`config.mk`:
```
export PLATFORM = sky130hd
export DESIGN_NAME = ulsl_top
export DESIGN_NICKNAME = d
export VERILOG_FILES = /design/src/rtl/ulsl_pkg.sv /design/src/rtl/ulsl_rx_mem.sv /design/src/rtl/ulsl_top.sv
export SDC_FILE = /design/constraint.sdc
export NUM_CORES = 1
export LEC_CHECK = 0
export BUFFER_PORTS_ARGS = -buffer_cell sky130_fd_sc_hd__buf_4
export CAP_MARGIN = 40
export CORE_ASPECT_RATIO = 0.75
export CORE_UTILIZATION = 59
export CTS_CLUSTER_SIZE = 10
export DETAILED_ROUTE_END_ITERATION = 16
export HOLD_SLACK_MARGIN = 0.06
export PLACE_DENSITY = 0.79
export SETUP_SLACK_MARGIN = 0.05
export SLEW_MARGIN = 10
export SYNTH_ARGS = -nofsm -noshare
export SYNTH_HDL_FRONTEND = slang
export SYNTH_HIERARCHICAL = 1
export SYNTH_SLANG_ARGS = --single-unit
```
`constraint.sdc`:
```
create_clock -name clk -period 3.5 [get_ports clk]
set_input_delay 0.525 -clock clk [delete_from_list [all_inputs] [get_ports clk]]
set_output_delay 0.525 -clock clk [all_outputs]
set_load 0.02 [all_outputs]
```
`src/rtl/ulsl_pkg.sv`:
```
// package of the uart line status block: register map, bit positions,
// reset values, timing counts and the packed carriers.
// assumes a 10 MHz clock and a 32-bit classic wishbone register bus.
package ulsl_pkg;

	// register byte offsets (printed index times four)
	localparam logic [7:0] ULSL_IDX_LINE_STATUS = 8'h05;
	localparam logic [7:0] ULSL_ADR_LINE_STATUS = 8'h14;
	localparam logic [7:0] ULSL_ADR_INT_IDENT = 8'h20;
	localparam logic [7:0] ULSL_ADR_CTRL = 8'h24;
	localparam logic [7:0] ULSL_ADR_IRQ_STATUS = 8'h28;
	localparam logic [7:0] ULSL_ADR_IRQ_MASK = 8'h2c;

	// line status bit positions
	localparam int ULSL_B_DATA_READY = 0;
	localparam int ULSL_B_OVERRUN = 1;
	localparam int ULSL_B_PARITY = 2;
	localparam int ULSL_B_FRAMING = 3;
	localparam int ULSL_B_BREAK = 4;
	localparam int ULSL_B_THR_EMPTY = 5;
	localparam int ULSL_B_TX_EMPTY = 6;
	localparam int ULSL_B_FIFO_ERR = 7;

	// control register bit positions
	localparam int ULSL_C_FIFO_MODE = 0;
	localparam int ULSL_C_RLS_EN = 1;
	localparam int ULSL_C_TX_HOLDING_EMPTY_FLAG_EN = 2;
	localparam int ULSL_C_PARITY_EVEN = 3;
	localparam int ULSL_C_PARITY_ON = 4;

	// interrupt status/mask bit positions
	localparam int ULSL_I_RLS = 0;
	localparam int ULSL_I_TX_HOLDING_EMPTY_FLAG = 1;
	localparam int ULSL_I_DATA = 2;

	// reset values
	localparam logic [7:0] ULSL_LSR_RESET = 8'h60;
	localparam logic [4:0] ULSL_CTRL_RESET = 5'h00;
	localparam logic [2:0] ULSL_IRQ_RESET = 3'h0;

	// int_ident codes
	localparam logic [3:0] ULSL_IID_NONE = 4'h1;
	localparam logic [3:0] ULSL_IID_RLS = 4'h6;
	localparam logic [3:0] ULSL_IID_TX_HOLDING_EMPTY_FLAG = 4'h2;

	// rx fifo depth
	localparam int ULSL_FIFO_DEPTH = 16;
	localparam int ULSL_PTR_W = 4;
	localparam logic [4:0] ULSL_FIFO_FULL = 5'h10;

	// break: one full character time of low line, in ns and in cycles
	localparam int ULSL_CLK_NS = 100;
	localparam int ULSL_CHAR_NS = 1041700;
	localparam int ULSL_CHAR_CYC = ULSL_CHAR_NS / ULSL_CLK_NS;
	localparam int ULSL_BRK_W = 14;

	// character from the receive shifter
	typedef struct packed {
		logic [7:0] data;
		logic parity_bit;
		logic stop_bit;
	} ulsl_rx_char_t;

	// entry held in the receive fifo
	typedef struct packed {
		logic [7:0] data;
		logic parity_err;
		logic framing_err;
		logic brk;
	} ulsl_rx_entry_t;

	typedef enum logic [1:0] {
		ULSL_BRK_IDLE = 2'b00,
		ULSL_BRK_COUNT = 2'b01,
		ULSL_BRK_HELD = 2'b10
	} ulsl_brk_state_t;

endpackage

```
`src/rtl/ulsl_rx_mem.sv`:
```
// small memory of the receive fifo entries.
// assumes write and read pointers are managed by the caller.
`timescale 1ns/100ps
`default_nettype none
module ulsl_rx_mem (
	// clock
	input wire logic clk,
	// write side
	input wire logic wr_en,
	input wire logic [ulsl_pkg::ULSL_PTR_W-1:0] wr_ptr,
	input wire ulsl_pkg::ulsl_rx_entry_t wr_entry,
	// read side
	input wire logic [ulsl_pkg::ULSL_PTR_W-1:0] rd_ptr,
	output ulsl_pkg::ulsl_rx_entry_t rd_entry
);
	import ulsl_pkg::*;

	ulsl_rx_entry_t mem [ULSL_FIFO_DEPTH];

	always_ff @(posedge clk) begin
		if (wr_en) begin
			mem[wr_ptr] <= wr_entry;
		end
		if (wr_en && wr_ptr == rd_ptr) begin
			rd_entry <= wr_entry;
		end else begin
			rd_entry <= mem[rd_ptr];
		end
	end

endmodule
`default_nettype wire

```
`src/rtl/ulsl_top.sv`:
```
// uart line status logic with wishbone registers and an interrupt.
// assumes rx_char_valid and tx strobes are one-cycle pulses on clk;
// the serial receive input is asynchronous.
//
// Design decision made here: the Wishbone slave port.
`timescale 1ns/100ps
`default_nettype none
module ulsl_top (
	// clock and reset
	input wire logic clk,
	input wire logic rstn,
	// wishbone slave
	input wire logic wb_cyc_i,
	input wire logic wb_stb_i,
	input wire logic wb_we_i,
	input wire logic [7:0] wb_adr_i,
	input wire logic [3:0] wb_sel_i,
	input wire logic [31:0] wb_dat_i,
	output logic [31:0] wb_dat_o,
	output logic wb_ack_o,
	// receive datapath
	input wire logic serial_in,
	input wire logic rx_char_valid,
	input wire ulsl_pkg::ulsl_rx_char_t rx_char,
	// transmit datapath
	input wire logic tx_holding_load,
	input wire logic tx_shift_load,
	input wire logic tx_fifo_empty,
	input wire logic tx_shift_empty,
	// interrupt and status
	output logic irq,
	output logic [7:0] line_status_reg
);
	import ulsl_pkg::*;
	logic [1:0] rx_sync;
	logic req, rd_lsr, rd_iir, rd_rbr, wr_ctrl, wr_mask, wr_stat;
	logic [4:0] ctrl;
	logic [2:0] irq_stat, irq_mask;
	logic [7:0] rx_buffer_reg;
	logic nf_full, push, pop, fifo_mode;
	logic [ULSL_PTR_W-1:0] wr_ptr, rd_ptr;
	logic [4:0] count, err_count;
	ulsl_rx_entry_t new_entry, head_entry;
	logic tx_holding_full, tx_holding_empty_flag, tx_holding_empty_flag_pend;
	logic overrun, parity_err_flag, framing_err_flag, break_flag;
	logic fifo_err, brk_event, line_err_event, parity_bad;
	logic [ULSL_BRK_W-1:0] brk_cnt;
	ulsl_brk_state_t brk_state;
	logic [3:0] iid;
	logic [31:0] next_dat;

	assign fifo_mode = ctrl[ULSL_C_FIFO_MODE];
	assign req = wb_cyc_i && wb_stb_i && !wb_ack_o;
	assign rd_lsr = req && !wb_we_i && wb_adr_i == ULSL_ADR_LINE_STATUS;
	assign rd_iir = req && !wb_we_i && wb_adr_i == ULSL_ADR_INT_IDENT;
	assign rd_rbr = req && !wb_we_i && wb_adr_i == 8'h00;
	assign wr_ctrl = req && wb_we_i && wb_sel_i[0]
		&& wb_adr_i == ULSL_ADR_CTRL;
	assign wr_mask = req && wb_we_i && wb_sel_i[0]
		&& wb_adr_i == ULSL_ADR_IRQ_MASK;
	assign wr_stat = req && wb_we_i && wb_sel_i[0]
		&& wb_adr_i == ULSL_ADR_IRQ_STATUS;

	// serial input synchroniser
	always_ff @(posedge clk or negedge rstn) begin
		if (!rstn) begin
			rx_sync <= 2'h3;
		end else begin
			rx_sync <= {rx_sync[0], serial_in};
		end
	end

	// break detector: low for more than a full character time
	always_ff @(posedge clk or negedge rstn) begin
		if (!rstn) begin
			brk_state <= ULSL_BRK_IDLE;
			brk_cnt <= '0;
		end else begin
			unique case (brk_state)
				ULSL_BRK_IDLE: begin
					brk_cnt <= '0;
					if (!rx_sync[1]) begin
						brk_state <= ULSL_BRK_COUNT;
					end
				end
				ULSL_BRK_COUNT: begin
					if (rx_sync[1]) begin
						brk_state <= ULSL_BRK_IDLE;
					end else if (brk_cnt == ULSL_BRK_W'(ULSL_CHAR_CYC)) begin
						brk_state <= ULSL_BRK_HELD;
					end else begin
						brk_cnt <= brk_cnt + 1'b1;
					end
				end
				ULSL_BRK_HELD: begin
					if (rx_sync[1]) begin
						brk_state <= ULSL_BRK_IDLE;
					end
				end
				default: begin
					brk_state <= ULSL_BRK_IDLE;
				end
			endcase
		end
	end

	assign brk_event = brk_state == ULSL_BRK_COUNT && !rx_sync[1]
		&& brk_cnt == ULSL_BRK_W'(ULSL_CHAR_CYC);

	// parity check against selected sense
	assign parity_bad = ctrl[ULSL_C_PARITY_ON]
		&& ((^rx_char.data ^ rx_char.parity_bit)
		!= !ctrl[ULSL_C_PARITY_EVEN]);

	assign new_entry.data = rx_char.data;
	assign new_entry.parity_err = parity_bad;
	assign new_entry.framing_err = !rx_char.stop_bit;
	assign new_entry.brk = brk_event;

	// receive fifo bookkeeping
	assign push = fifo_mode && rx_char_valid && count != ULSL_FIFO_FULL;
	assign pop = fifo_mode && rd_rbr && count != 5'h00;

	ulsl_rx_mem u_mem (
		.clk(clk),
		.wr_en(push),
		.wr_ptr(wr_ptr),
		.wr_entry(new_entry),
		.rd_ptr(pop ? rd_ptr + 1'b1 : rd_ptr),
		.rd_entry(head_entry)
	);

	always_ff @(posedge clk or negedge rstn) begin
		if (!rstn) begin
			wr_ptr <= '0;
			rd_ptr <= '0;
			count <= '0;
		end else if (!fifo_mode) begin
			wr_ptr <= '0;
			rd_ptr <= '0;
			count <= '0;
		end else begin
			if (push) begin
				wr_ptr <= wr_ptr + 1'b1;
			end
			if (pop) begin
				rd_ptr <= rd_ptr + 1'b1;
			end
			count <= count + 5'(push) - 5'(pop);
		end
	end

	// count of errored entries still in the fifo
	always_ff @(posedge clk or negedge rstn) begin
		if (!rstn) begin
			err_count <= '0;
		end else if (!fifo_mode) begin
			err_count <= '0;
		end else begin
			err_count <= err_count
				+ 5'(push && (new_entry.parity_err
				|| new_entry.framing_err || new_entry.brk))
				- 5'(pop && (head_entry.parity_err
				|| head_entry.framing_err || head_entry.brk));
		end
	end

	// non-fifo receive buffer
	always_ff @(posedge clk or negedge rstn) begin
		if (!rstn) begin
			rx_buffer_reg <= '0;
			nf_full <= 1'b0;
		end else if (fifo_mode) begin
			nf_full <= 1'b0;
		end else if (rx_char_valid) begin
			rx_buffer_reg <= rx_char.data;
			nf_full <= 1'b1;
		end else if (rd_rbr) begin
			nf_full <= 1'b0;
		end
	end

	// line error flags; set wins over a clearing read
	always_ff @(posedge clk or negedge rstn) begin
		if (!rstn) begin
			overrun <= 1'b0;
			parity_err_flag <= 1'b0;
			framing_err_flag <= 1'b0;
			break_flag <= 1'b0;
		end else begin
			if (rx_char_valid && (fifo_mode ? count == ULSL_FIFO_FULL
				: nf_full && !rd_rbr)) begin
				overrun <= 1'b1;
			end else if (rd_lsr) begin
				overrun <= 1'b0;
			end
			if (rx_char_valid && parity_bad) begin
				parity_err_flag <= 1'b1;
			end else if (rd_lsr) begin
				parity_err_flag <= 1'b0;
			end
			if (rx_char_valid && !rx_char.stop_bit) begin
				framing_err_flag <= 1'b1;
			end else if (rd_lsr) begin
				framing_err_flag <= 1'b0;
			end
			if (brk_event) begin
				break_flag <= 1'b1;
			end else if (rd_lsr) begin
				break_flag <= 1'b0;
			end
		end
	end

	assign line_err_event = brk_event || (rx_char_valid && (parity_bad
		|| !rx_char.stop_bit || (fifo_mode ? count == ULSL_FIFO_FULL
		: nf_full && !rd_rbr)));

	// fifo error summary
	always_ff @(posedge clk or negedge rstn) begin
		if (!rstn) begin
			fifo_err <= 1'b0;
		end else if (!fifo_mode) begin
			fifo_err <= 1'b0;
		end else if (push && (new_entry.parity_err
			|| new_entry.framing_err || new_entry.brk)) begin
			fifo_err <= 1'b1;
		end else if (rd_lsr && err_count == 5'h00) begin
			fifo_err <= 1'b0;
		end
	end
	// transmit holding state and its interrupt
	always_ff @(posedge clk or negedge rstn) begin
		if (!rstn) begin
			tx_holding_full <= 1'b0;
			tx_holding_empty_flag_pend <= 1'b0;
		end else begin
			if (tx_holding_load) begin
				tx_holding_full <= 1'b1;
			end else if (tx_shift_load) begin
				tx_holding_full <= 1'b0;
			end
			if (!fifo_mode && tx_shift_load && !tx_holding_load) begin
				tx_holding_empty_flag_pend <= 1'b1;
			end else if (fifo_mode && tx_fifo_empty && !tx_holding_empty_flag_pend
				&& tx_holding_full) begin
				tx_holding_empty_flag_pend <= 1'b1;
			end else if (rd_iir || tx_holding_load) begin
				tx_holding_empty_flag_pend <= 1'b0;
			end
		end
	end

	assign tx_holding_empty_flag = fifo_mode ? tx_fifo_empty
		: !tx_holding_full;

	// line status register image
	always_ff @(posedge clk or negedge rstn) begin
		if (!rstn) begin
			line_status_reg <= ULSL_LSR_RESET;
		end else begin
			line_status_reg[ULSL_B_DATA_READY] <= fifo_mode
				? count != 5'h00 : nf_full;
			line_status_reg[ULSL_B_OVERRUN] <= overrun;
			line_status_reg[ULSL_B_PARITY] <= parity_err_flag;
			line_status_reg[ULSL_B_FRAMING] <= framing_err_flag;
			line_status_reg[ULSL_B_BREAK] <= break_flag;
			line_status_reg[ULSL_B_THR_EMPTY] <= tx_holding_empty_flag;
			line_status_reg[ULSL_B_TX_EMPTY] <= tx_holding_empty_flag
				&& tx_shift_empty;
			line_status_reg[ULSL_B_FIFO_ERR] <= fifo_err;
		end
	end

	// control register and sticky interrupt status
	always_ff @(posedge clk or negedge rstn) begin
		if (!rstn) begin
			ctrl <= ULSL_CTRL_RESET;
			irq_mask <= ULSL_IRQ_RESET;
		end else begin
			if (wr_ctrl) begin
				ctrl <= wb_dat_i[4:0];
			end
			if (wr_mask) begin
				irq_mask <= wb_dat_i[2:0];
			end
		end
	end

	always_ff @(posedge clk or negedge rstn) begin
		if (!rstn) begin
			irq_stat <= ULSL_IRQ_RESET;
		end else begin
			irq_stat[ULSL_I_RLS] <= (line_err_event
				&& ctrl[ULSL_C_RLS_EN]) || (irq_stat[ULSL_I_RLS]
				&& !(wr_stat && wb_dat_i[ULSL_I_RLS]));
			irq_stat[ULSL_I_TX_HOLDING_EMPTY_FLAG] <= (tx_holding_empty_flag_pend && ctrl[ULSL_C_TX_HOLDING_EMPTY_FLAG_EN])
				|| (irq_stat[ULSL_I_TX_HOLDING_EMPTY_FLAG]
				&& !(wr_stat && wb_dat_i[ULSL_I_TX_HOLDING_EMPTY_FLAG]));
			irq_stat[ULSL_I_DATA] <= (push || (!fifo_mode && rx_char_valid))
				|| (irq_stat[ULSL_I_DATA]
				&& !(wr_stat && wb_dat_i[ULSL_I_DATA]));
		end
	end

	always_ff @(posedge clk or negedge rstn) begin
		if (!rstn) begin
			irq <= 1'b0;
		end else begin
			irq <= |(irq_stat & irq_mask);
		end
	end

	// interrupt identification, line status first
	always_comb begin
		if (ctrl[ULSL_C_RLS_EN] && (overrun || parity_err_flag
			|| framing_err_flag || break_flag)) begin
			iid = ULSL_IID_RLS;
		end else if (ctrl[ULSL_C_TX_HOLDING_EMPTY_FLAG_EN] && tx_holding_empty_flag_pend) begin
			iid = ULSL_IID_TX_HOLDING_EMPTY_FLAG;
		end else begin
			iid = ULSL_IID_NONE;
		end
	end

	// read mux
	always_comb begin
		next_dat = '0;
		unique case (wb_adr_i)
			8'h00: next_dat[7:0] = fifo_mode ? head_entry.data
				: rx_buffer_reg;
			ULSL_ADR_LINE_STATUS: next_dat[7:0] = line_status_reg;
			ULSL_ADR_INT_IDENT: next_dat[3:0] = iid;
			ULSL_ADR_CTRL: next_dat[4:0] = ctrl;
			ULSL_ADR_IRQ_STATUS: next_dat[2:0] = irq_stat;
			ULSL_ADR_IRQ_MASK: next_dat[2:0] = irq_mask;
			default: next_dat = '0;
		endcase
	end

	// single-cycle acknowledge
	always_ff @(posedge clk or negedge rstn) begin
		if (!rstn) begin
			wb_ack_o <= 1'b0;
			wb_dat_o <= '0;
		end else begin
			wb_ack_o <= req;
			wb_dat_o <= req ? next_dat : 32'h0000_0000;
		end
	end

endmodule
`default_nettype wire

```
# == Word level (Yosys, flattened, before mapping) ==
# Memory sizes are Yosys's and may differ from the RTL's. A register that Yosys moved wholly into a read port is not among the register bits.
# Cells that the tools add are included.
# op_classes
addsub,7
eq_ne,18
muxes,43
bitwise,3
n_reduce_logical,86
# ops
op,n
logical AND 1 bit,42
equality test 8 x 6 -> 1 bit (second input constant),4
two-way mux 14 bit,2
case mux 14 bit (2 select lines),1
two-way mux 1 bit,21
two-way mux 4 bit,5
case mux 3 bit (6 select lines),1
two-way mux 8 bit,2
adder 14 x 1 -> 14 bit (second input constant),1
equality test 14 bit (second input constant),1
logical OR 1 bit,14
zero test 1 bit,13
nonzero test 2 bit,6
adder 5 x 1 -> 5 bit,2
two-way mux 2 bit,5
two-way mux 5 bit,2
subtractor 5 x 1 -> 5 bit,2
adder 4 x 1 -> 4 bit (second input constant),2
equality test 8 x 5 -> 1 bit (second input constant),1
zero test 8 bit,1
inequality test 2 bit (second input constant),4
parity 8 bit,1
case mux 2 bit (3 select lines),1
case mux 3 bit (2 select lines),1
20 further kinds,22
# word_totals
ff_bits,81
mem_bits_rw,176
in_bits,65
output_inout_bits,42
elab_cells,181
mem_count,1
# mem_list
memory,depth,width,rd,rd_clocked_by_memory_dff,wr,line_no,rtl
u_mem.mem,16,11,1,1,1,ulsl_rx_mem.sv:18,ulsl_rx_entry_t mem [ULSL_FIFO_DEPTH];

# == Longest topological paths before layout ==
# Gate-level depths: netlist (run 1).
# logic_depth
word_depth,12
depth_mapped,17
mapped_depth_nobuf,17

# == Cells and area by module ==
# Netlist (run 1), hierarchy kept.
# by_module_without_submodules
mod,instances,cells_each,area_each_um2,seq_area_each_um2
ulsl_rx_mem,1,298,6857.8,5365.1
ulsl_top,1,426,4455.5,2031.9

# == Worst setup path after synthesis (run 1) ==
# OpenSTA, ideal clock, no wires.
# synth_timing
path_type,input-to-reg
start,input port rx_char[6] (netlist bit)
end,register err_count[4]
setup_ns,0.120
arrival_ns,3.184
t_required_ns,3.380
path_slack_ns,0.196
cell_stages,15
path_buffers,0
path_cell_list,xor2_1 xnor3_1 xnor2_1 and2_1 o21ai_0 ha_1 inv_1 ha_1 inv_1 fa_1 inv_1 a21oi_1 nor2_1 or3_1 and3_1
# synth_rtl
item,line_no,rtl
start: declaration,ulsl_top.sv:24,"input wire ulsl_pkg::ulsl_rx_char_t rx_char,"
end signal: assignment,ulsl_top.sv:160,err_count <= err_count
end: declaration,ulsl_top.sv:42,"logic [4:0] count, err_count;"

==> results.txt, run 1 <==
- The flow ran to the end, and the final reports show no timing, DRC or antenna violations.
* Top reg by flops: u_mem/mem
- Setup violations remaining at the end of the flow were counted as 0.
* Via-per-instance ratio: around 6.1
* Fillers: around 1200
- Detail Route Antenna Nets: 0
* Root buf cell: sky130_fd_sc_hd__clkbuf_16
* Row count: between 40 and 50
- Slowest-stage cell, CP: sky130_fd_sc_hd__mux4_1
- Number of global-route vias before repair: between 6000 and 7000
* Number of nets in the layout: slightly above 900
* Synth async-reset ratio: 31.0%
- Yosys Warn Count: 6
* Initial antenna violation count: 0
- The internal power of the cells totals roughly 0.005 W.
* Power share of the sequential group: between 50% and 60%
* Maximum Capacitance Violations: 0
* Worst clock skew: between 0.01 and 0.015 ns
- Data arrival at the endpoint of the critical path: roughly 3.8 ns
* Number of cells on the worst reg-to-reg path: 15
- Of the total power, combinational logic draws roughly 3.8%.
- The first routing iteration left between 600 and 700 violations.
- Dividing total power by cell area gives a power density of approximately 480 nW/um2.
- Antenna diode instance count: 0
- In this run the worst path has a maximum fanout of 8.
- Counting flops and latches in the post-synthesis netlist gives between 200 and 300.
- Critical Path Sink Type: register
* Synthesized area: between 10000 and 15000 um2
- Area growth, synth to finish: 16.2%
* Post-layout min period: about 3.3 ns
- Sequential elements use 65.4% of the synthesized area.
* Wire length of the first global-routing pass: 37300 um
* Sequence of cells on the critical path: buf_12 -> mux4_1 -> a22oi_2 -> nand2_1 -> o31a_1 -> ha_1 -> inv_1 -> ha_2 -> inv_2 -> fa_2 -> inv_1 -> a21oi_2 -> nor2_1 -> or3_1 -> and3_1
- In this run the horizontal extent of the chip is approximately 160 um.
* Final Hold Violating Endpoints: 0
- Summing all placed instances gives a cell area of 12100 um2.
- Relative contribution of the clock network to total power: between 40% and 50%
- Clock input transition at the sequential cells of the worst setup and hold paths: 0.06 ns
- Largest cells by area after synthesis: sky130_fd_sc_hd__edfxtp_1 47%, sky130_fd_sc_hd__dfrtp_1 17%, sky130_fd_sc_hd__mux4_2 5.6%, sky130_fd_sc_hd__mux4_1 3.7%, sky130_fd_sc_hd__mux2_2 2.5%
- By count the netlist is led by 176 x sky130_fd_sc_hd__edfxtp_1, 77 x sky130_fd_sc_hd__dfrtp_1, 47 x sky130_fd_sc_hd__nand2_1, 33 x sky130_fd_sc_hd__nor2_1, 28 x sky130_fd_sc_hd__mux4_2.
- For the worst setup path, the data required time is a little under 4 ns.
- Post-synth top area share: 46.7%
* Unique masters post-synth: 76
- Entering global routing, the biggest net connects 43 pins.
* Effective utilization at floorplan: approximately three fifths
- CP max stage delay: roughly 0.58 ns
* Count of flip-flops with a built-in enable after synthesis: approximately 180
- The total overflow left after global routing is 0.
* Worst Max-Slew Pin Slew: between 0.6 and 0.7 ns
- The congestion estimate from routability-driven global placement came to approximately 0.94.
- Clock latency of the later-clocked register in the worst-skew pair: between 0.5 and 0.6 ns
- Final HPWL from detailed placement: ~16000 um
- sky130_fd_sc_hd__edfxtp_1 takes more of the synthesized area than any other cell.
- After detailed routing, the number of remaining DRC violations is 0.
- Number of H-tree branching levels: 1
- The count of buffers added on input and output ports is 52.
* Unrepaired setup endpoints after global routing: no
* Routed vias: ~6800
- Dividing the final minimum period by the clock period gives a little over nine tenths.
- In the final layout, the share of cells above drive strength 1 is a little over a quarter.
* Reg-to-reg slack, setup: about 0.18 ns
- Post-synthesis cell count: 724
* Utilization of the core after routing: 70.6%
- Total routing resource utilization after global routing: roughly a quarter
- Counting buffers and inverters, the worst setup path is 15 cells deep.
- Max-Slew Margin vs Limit: 57.1%
* WL per Instance: ~22 um
- Adding up every negative setup slack in the final design gives 0 ns.
- Max reg flops: approximately 180
* Startpoint type of the worst setup path: register
- Final wirelength: approximately 25000 um
- Mean cell area of the mapped netlist: 15.6 um2
* Router iterations before antenna repair: 5
* Die Ht: 122 um
- Class of the most critical setup path: register to register
- The most used flip-flop cell after synthesis is sky130_fd_sc_hd__edfxtp_1.
- Die area: 19700 um2
* Hold Path Class: primary input to register
- Buf+Inv Stages, Crit Path: 4
- Summing all non-filler instances in the final layout gives an area of 13100 um2.
- Net Switching: between 0.001 and 0.0015 W
- In this design, the critical path's most frequently occurring cell is sky130_fd_sc_hd__inv_1.
- In the final layout, the registers with the most flip-flops are u_mem/mem x176, brk_cnt x14.
- In this run, CTS created clock tree buffers numbering 30.
- Final max-slew violation count: 0
* Max Root-Sink Buffers: 3
- FMAX: between 0.3 and 0.4 GHz
* Peak supply drop: 377 uV
* Core area: between 15000 and 20000 um2
* TritonCTS clock tree: built
* Most used standard cell by instance count after synthesis: sky130_fd_sc_hd__edfxtp_1
- I/O pin total: 107
- For this design, the sink count on the clock tree is 261.
- Cell family contributing the most delay on the critical path: simple AND/OR/NAND/NOR gates
- In this run the static leakage power is between 4 and 5 nW.
- Worst Hold Depth: 1
- Net switching is 20.5% of the power.
[path summary, 6_finish.rpt]
kind                             from           end
max                          register  err_count[4]
min                         serial_in    rx_sync[0]
max reg2reg                  register  err_count[4]
min reg2reg                rx_sync[0]    rx_sync[1]
max in group asynchronous        rstn    rx_sync[0]
min in group asynchronous        rstn      count[1]
[layer usage]
metal | vias up | global-route usage [%] | routed length, um
met5 | - | 0 | 0
met3 | 49 | 4.87 | 2310
met4 | 0 | 7.13 | 567
li1 | 2965 | - | -
met2 | 337 | 39.2 | 11600
met1 | 3460 | 37.5 | 10200
[worst reg2reg max path: cells and delay by family, from the launching register on]
kind                       cells  cell delay (ns)
and+or+nand+nor                4             0.67
adders and majority gates      3             0.65
AOI/OAI and AO/OA              3             0.60
muxes                          1             0.59
DFF                            1             0.38
buffers and inverters          4             0.30
[cell families after synthesis]
family	after synthesis	share of synthesized area, %
DFF	261	65.4
and+or+nand+nor	178	8.64
AOI/OAI and AO/OA	96	5.84
muxes	74	12.2
buffers and inverters	72	3.78
xor gates and xnor gates	24	1.98
adders and majority gates	18	2.12
other	1	0.0331
[cell usage in the layout (no fill, tap or decap), types with 18 or more instances in the layout]
cell                          n
sky130_fd_sc_hd__nor2_1      33
sky130_fd_sc_hd__buf_4      100
sky130_fd_sc_hd__o21ai_0     18
sky130_fd_sc_hd__clkbuf_16   32
sky130_fd_sc_hd__nand2_1     46
sky130_fd_sc_hd__clkbuf_1    24
sky130_fd_sc_hd__a22oi_1     21
sky130_fd_sc_hd__dfrtp_1     75
sky130_fd_sc_hd__mux4_2      32
sky130_fd_sc_hd__conb_1      24
sky130_fd_sc_hd__mux2_2      25
sky130_fd_sc_hd__edfxtp_1   176
sky130_fd_sc_hd__inv_1       23
[power by group through the flow]
| stage | logic, W | registers, W | clock network (W) |
|---|---|---|---|
| floorplan | 0.000124 | 0.00340 | 0 |
| global placement | 0.000224 | 0.00339 | 0 |
| detailed placement | 0.000237 | 0.00340 | 0 |
| CTS | 0.000239 | 0.00333 | 0.00283 |
| global route | 0.000263 | 0.00333 | 0.00295 |
| finish | 0.000242 | 0.00333 | 0.00278 |
[cell type report]
type	count	area, um2	area share [%]
clock buffer	55	866	6.59
multi-input combinational	414	3610	27.5
timing repair buffer	105	846	6.44
sequential	261	7400	56.3
clock inverter	1	8.76	0.0666
tap	247	309	2.35
inverter	25	95.1	0.724
[what timing repair did]
| action | CTS | global route |
|---|---|---|
| endpoints found under the hold margin | 39 | 0 |
| hold buffers | 1 | 0 |
| setup endpoints to repair | 0 | 1 |
| buffers inserted | 0 | 8 |
| resized for setup | 0 | 21 |
[metrics by stage]
step | std cells | power, W | hold slack (ns) | setup WS [ns]
after global placement | 1039 | 0.00362 | 0.348 | -0.0910
final | 1108 | 0.00636 | 0.0962 | 0.177
after global routing | 1108 | 0.00655 | 0.0819 | 0.0465
after detailed placement | 1042 | 0.00363 | 0.354 | -0.127
after floorplan | 747 | 0.00352 | 0.229 | 0.196
after CTS | 1099 | 0.00640 | 0.0815 | 0.0595
No activity file was read; power rests on OpenSTA's default activity.
==> run 2: changes to the inputs <==
--- a/config.mk
+++ b/config.mk
@@ -7,12 +7,14 @@
 export LEC_CHECK = 0
 export BUFFER_PORTS_ARGS = -buffer_cell sky130_fd_sc_hd__buf_4
 export CAP_MARGIN = 40
+export CELL_PAD_IN_SITES_DETAIL_PLACEMENT = 1
+export CELL_PAD_IN_SITES_GLOBAL_PLACEMENT = 2
 export CORE_ASPECT_RATIO = 0.75
-export CORE_UTILIZATION = 59
+export CORE_UTILIZATION = 43
 export CTS_CLUSTER_SIZE = 10
 export DETAILED_ROUTE_END_ITERATION = 16
 export HOLD_SLACK_MARGIN = 0.06
-export PLACE_DENSITY = 0.79
+export PLACE_DENSITY_LB_ADDON = 0.1
 export SETUP_SLACK_MARGIN = 0.05
 export SLEW_MARGIN = 10
 export SYNTH_ARGS = -nofsm -noshare
==> results.txt, run 2 (same netlist as run 1, synthesis figures left out) <==
* Post-layout min period: 3.40 ns (was 3.32 ns)
* Worst clock skew: 0.00827 ns (was 0.0108 ns)
* Data arrival at the endpoint of the critical path: 3.83 ns (was 3.75 ns)
- Sw Ratio: 20.6% (was 20.5%)
- Internal Power: 0.00509 W (was 0.00506 W)
* Router iterations before antenna repair: 4 (was 5)
* Area growth, synth to finish: 17.7% (was 16.2%)
- The post-detailed-route via-to-cell ratio is 5.38 (was 6.15).
- The worst reg-to-reg setup slack is 0.10 ns (was 0.18 ns).
- I/O pin total: 107 (unchanged)
* Class of the most critical setup path: register to register (unchanged)
* Antenna diode instance count: 0 (unchanged)
- Final max-slew violation count: 0 (unchanged)
- The post-detailed-placement half-perimeter wirelength was 18500 um (was 15800 um).
* Remaining Overflow, GRT: 0 (unchanged)
- Die Span X: 189 um (was 162 um)
- The DRC violation count after routing was 0 (unchanged).
- Largest registers in the final layout: u_mem/mem x176, brk_cnt x14 (unchanged)
* Worst Hold Launch: serial_in (unchanged)
- The share of cells above drive strength 1 is 27.3% (was 26.7%).
- The initial DRC count is 425 (was 663).
* Top fanout value on the critical path: 8 (unchanged)
- Critical Path Sink Type: register (unchanged)
- Row count: 51 (was 43)
- The master cell of the clock root buffer is sky130_fd_sc_hd__clkbuf_16 (unchanged).
- The maximum number of pins on one net before global-route repair is 34 (was 43).
* Hold Path Class: primary input to register (unchanged)
- The number of port buffers came to 52 (unchanged).
* Max Root-Sink Buffers: 3 (unchanged)
- The number of global-route vias before repair was 6890 (was 6654).
- Clock latency of the later-clocked register in the worst-skew pair: 0.54 ns (about the same)
- Detail Route Antenna Nets: 0 (unchanged)
- The hold violation total from the final report is 0 (unchanged).
* Cells after DPL: 1149 (was 1042)
- Routed vias: 6520 (was 6811)
- Effective utilization at floorplan: 43.7% (was 60.8%)
- The max capacitance violation total was 0 (unchanged).
* Relative contribution of the clock network to total power: 44.3% (was 43.8%)
- TritonCTS clock tree: built (unchanged)
* Final wirelength: 27300 um (was 24700 um)
* FMAX: 0.294 GHz (was 0.301 GHz)
- Max-Slew Margin vs Limit: 37.4% (was 57.1%)
- The clock sink count is 261 (unchanged).
* Number of H-tree branching levels: 1 (unchanged)
- The placer's final routability congestion estimate is 0.824 (was 0.943).
- The endpoint of the worst hold path is rx_sync[0] (unchanged).
* Unrepaired setup endpoints after global routing: yes (was no)
- The first-pass GRT wire length is 41700 um (was 37300 um).
- The number of buffers added by the clock tree synthesis step came to 30 (unchanged).
- The overall global routing resource usage was 20.8% (was 25.4%).
- Core area: 25900 um2 (was 18600 um2)
- Number of nets in the layout: 927 (was 920)
- The non-filler instance count after layout came to 1212 (was 1108).
- Max reg flops: 176 (unchanged)
- The floorplan die area was 27000 um2 (was 19700 um2).
- The number of stages on the worst hold path was 1 (unchanged).
* Worst EP required: 3.93 ns (about the same)
* Clock input transition at the sequential cells of the worst setup and hold paths: 0.06 ns (about the same)
* Run status: complete, no violations (unchanged)
- The maximum resistive drop on vdd came to 374 uV (was 377 uV).
- Net Switching: 0.00132 W (was 0.00131 W)
- Power share of the sequential group: 52.0% (was 52.4%)
* Initial antenna violation count: 0 (unchanged)
- Worst R2R End: err_count[4] (unchanged)
* Die Ht: 142 um (was 122 um)
- Hold Worst Slack: 0.0897 ns (was 0.0962 ns)
* Setup violators final: 0 (unchanged)
- Logic pwr share: 3.8% (about the same)
* Part of the cycle the worst path needs: 97.1% (was 95.0%)
- Worst Max-Slew Pin Slew: 0.926 ns (was 0.641 ns)
* Startpoint type of the worst setup path: register (unchanged)
* WL per Instance: 22.6 um (was 22.3 um)
- Top library cells by usage in the layout, fill and taps aside: 176 x sky130_fd_sc_hd__edfxtp_1, 107 x sky130_fd_sc_hd__buf_4, 77 x sky130_fd_sc_hd__dfrtp_1, 47 x sky130_fd_sc_hd__nand2_1, 34 x sky130_fd_sc_hd__mux4_2 (was 176 x sky130_fd_sc_hd__edfxtp_1, 100 x sky130_fd_sc_hd__buf_4, 75 x sky130_fd_sc_hd__dfrtp_1, 46 x sky130_fd_sc_hd__nand2_1, 33 x sky130_fd_sc_hd__nor2_1)
* Leakage power: 5.02 nW (was 4.99 nW)
- The power per cell area was 482 nW/um2 (was 484 nW/um2).
- Top reg by flops: u_mem/mem (unchanged)
- Commonest non-fill, non-tap cell in the layout: sky130_fd_sc_hd__edfxtp_1 (unchanged)
- Fillers: 2555 (was 1155)
- Number of cells on the worst reg-to-reg path: 15 (unchanged)
## run 2: worst max path at each step
stage	startpoint	endpoint	slack, ns	cells after the start
2_1_floorplan	rx_char[6]	err_count[4]	0.20	15
3_3_place_gp	rx_char[7]	err_count[4]	0.07	17
3_5_place_dp	rx_char[1]	err_count[4]	-0.05	16
4_1_cts	register	err_count[4]	0.08	16
5_1_grt	register	err_count[4]	-0.03	15
6_report	register	err_count[4]	0.10	15
## run 2: repair_timing
item / in CTS / in global routing
hold buffers: 1 / 0
setup endpoints to repair: 1 / 1
cloned: 1 / 0
pin swaps: 3 / 9
endpoints found under the hold margin: 27 / 0
setup buffers: 5 / 0
gates resized for setup: 11 / 11
## run 2: power by group through the flow
stage / clock [W] / sequential (W) / combinational, W
after floorplan: 0 / 0.00340 / 0.000124
after global placement: 0 / 0.00339 / 0.000236
after detailed placement: 0 / 0.00340 / 0.000244
after CTS: 0.00290 / 0.00333 / 0.000246
after global routing: 0.00303 / 0.00333 / 0.000265
final: 0.00284 / 0.00333 / 0.000241
## run 2: cell type report
cell class	instances	area (um2)	share of cell area, %
Inverter	25	95.1	0.714
Timing Repair Buffer	112	896	6.73
Tap cell	344	430	3.23
Sequential cell	261	7400	55.6
Clock buffer	56	890	6.68
Multi-Input combinational cell	414	3600	27.0
## run 2: layer usage
layer / global-route usage (%) / share of wire, %
met1: 31.6 / 47
met3: 2.51 / 5.9
met2: 32.1 / 46
met4: 4.67 / 1.9
met5: 0 / 0
## run 2: worst max-delay path: stages, from the launching register on
cell                      delay [ns]
sky130_fd_sc_hd__dfxtp_4        0.41
sky130_fd_sc_hd__buf_12         0.16
sky130_fd_sc_hd__mux4_2         0.52
sky130_fd_sc_hd__a22oi_2        0.19
sky130_fd_sc_hd__nand2_1        0.09
sky130_fd_sc_hd__o31a_1         0.34
sky130_fd_sc_hd__ha_1           0.30
sky130_fd_sc_hd__inv_1          0.04
sky130_fd_sc_hd__ha_2           0.18
sky130_fd_sc_hd__inv_2          0.06
sky130_fd_sc_hd__fa_2           0.19
sky130_fd_sc_hd__inv_1          0.05
sky130_fd_sc_hd__a21oi_2        0.12
sky130_fd_sc_hd__nor2_1         0.06
sky130_fd_sc_hd__or3_1          0.36
sky130_fd_sc_hd__and3_4         0.19
## run 2: through the flow
step                      setup slack, ns  utilization (%)  instance area, um2  TNS, ns  power [W]
final                               0.101             51.4               13300        0    0.00641
after global routing              -0.0259             51.4               13300  -0.0259    0.00663
after CTS                          0.0812             51.3               13300        0    0.00648
after detailed placement          -0.0479             47.5               12300  -0.0479    0.00364
after global placement             0.0702             47.4               12300        0    0.00363
after floorplan                     0.196                -               11400        0    0.00352
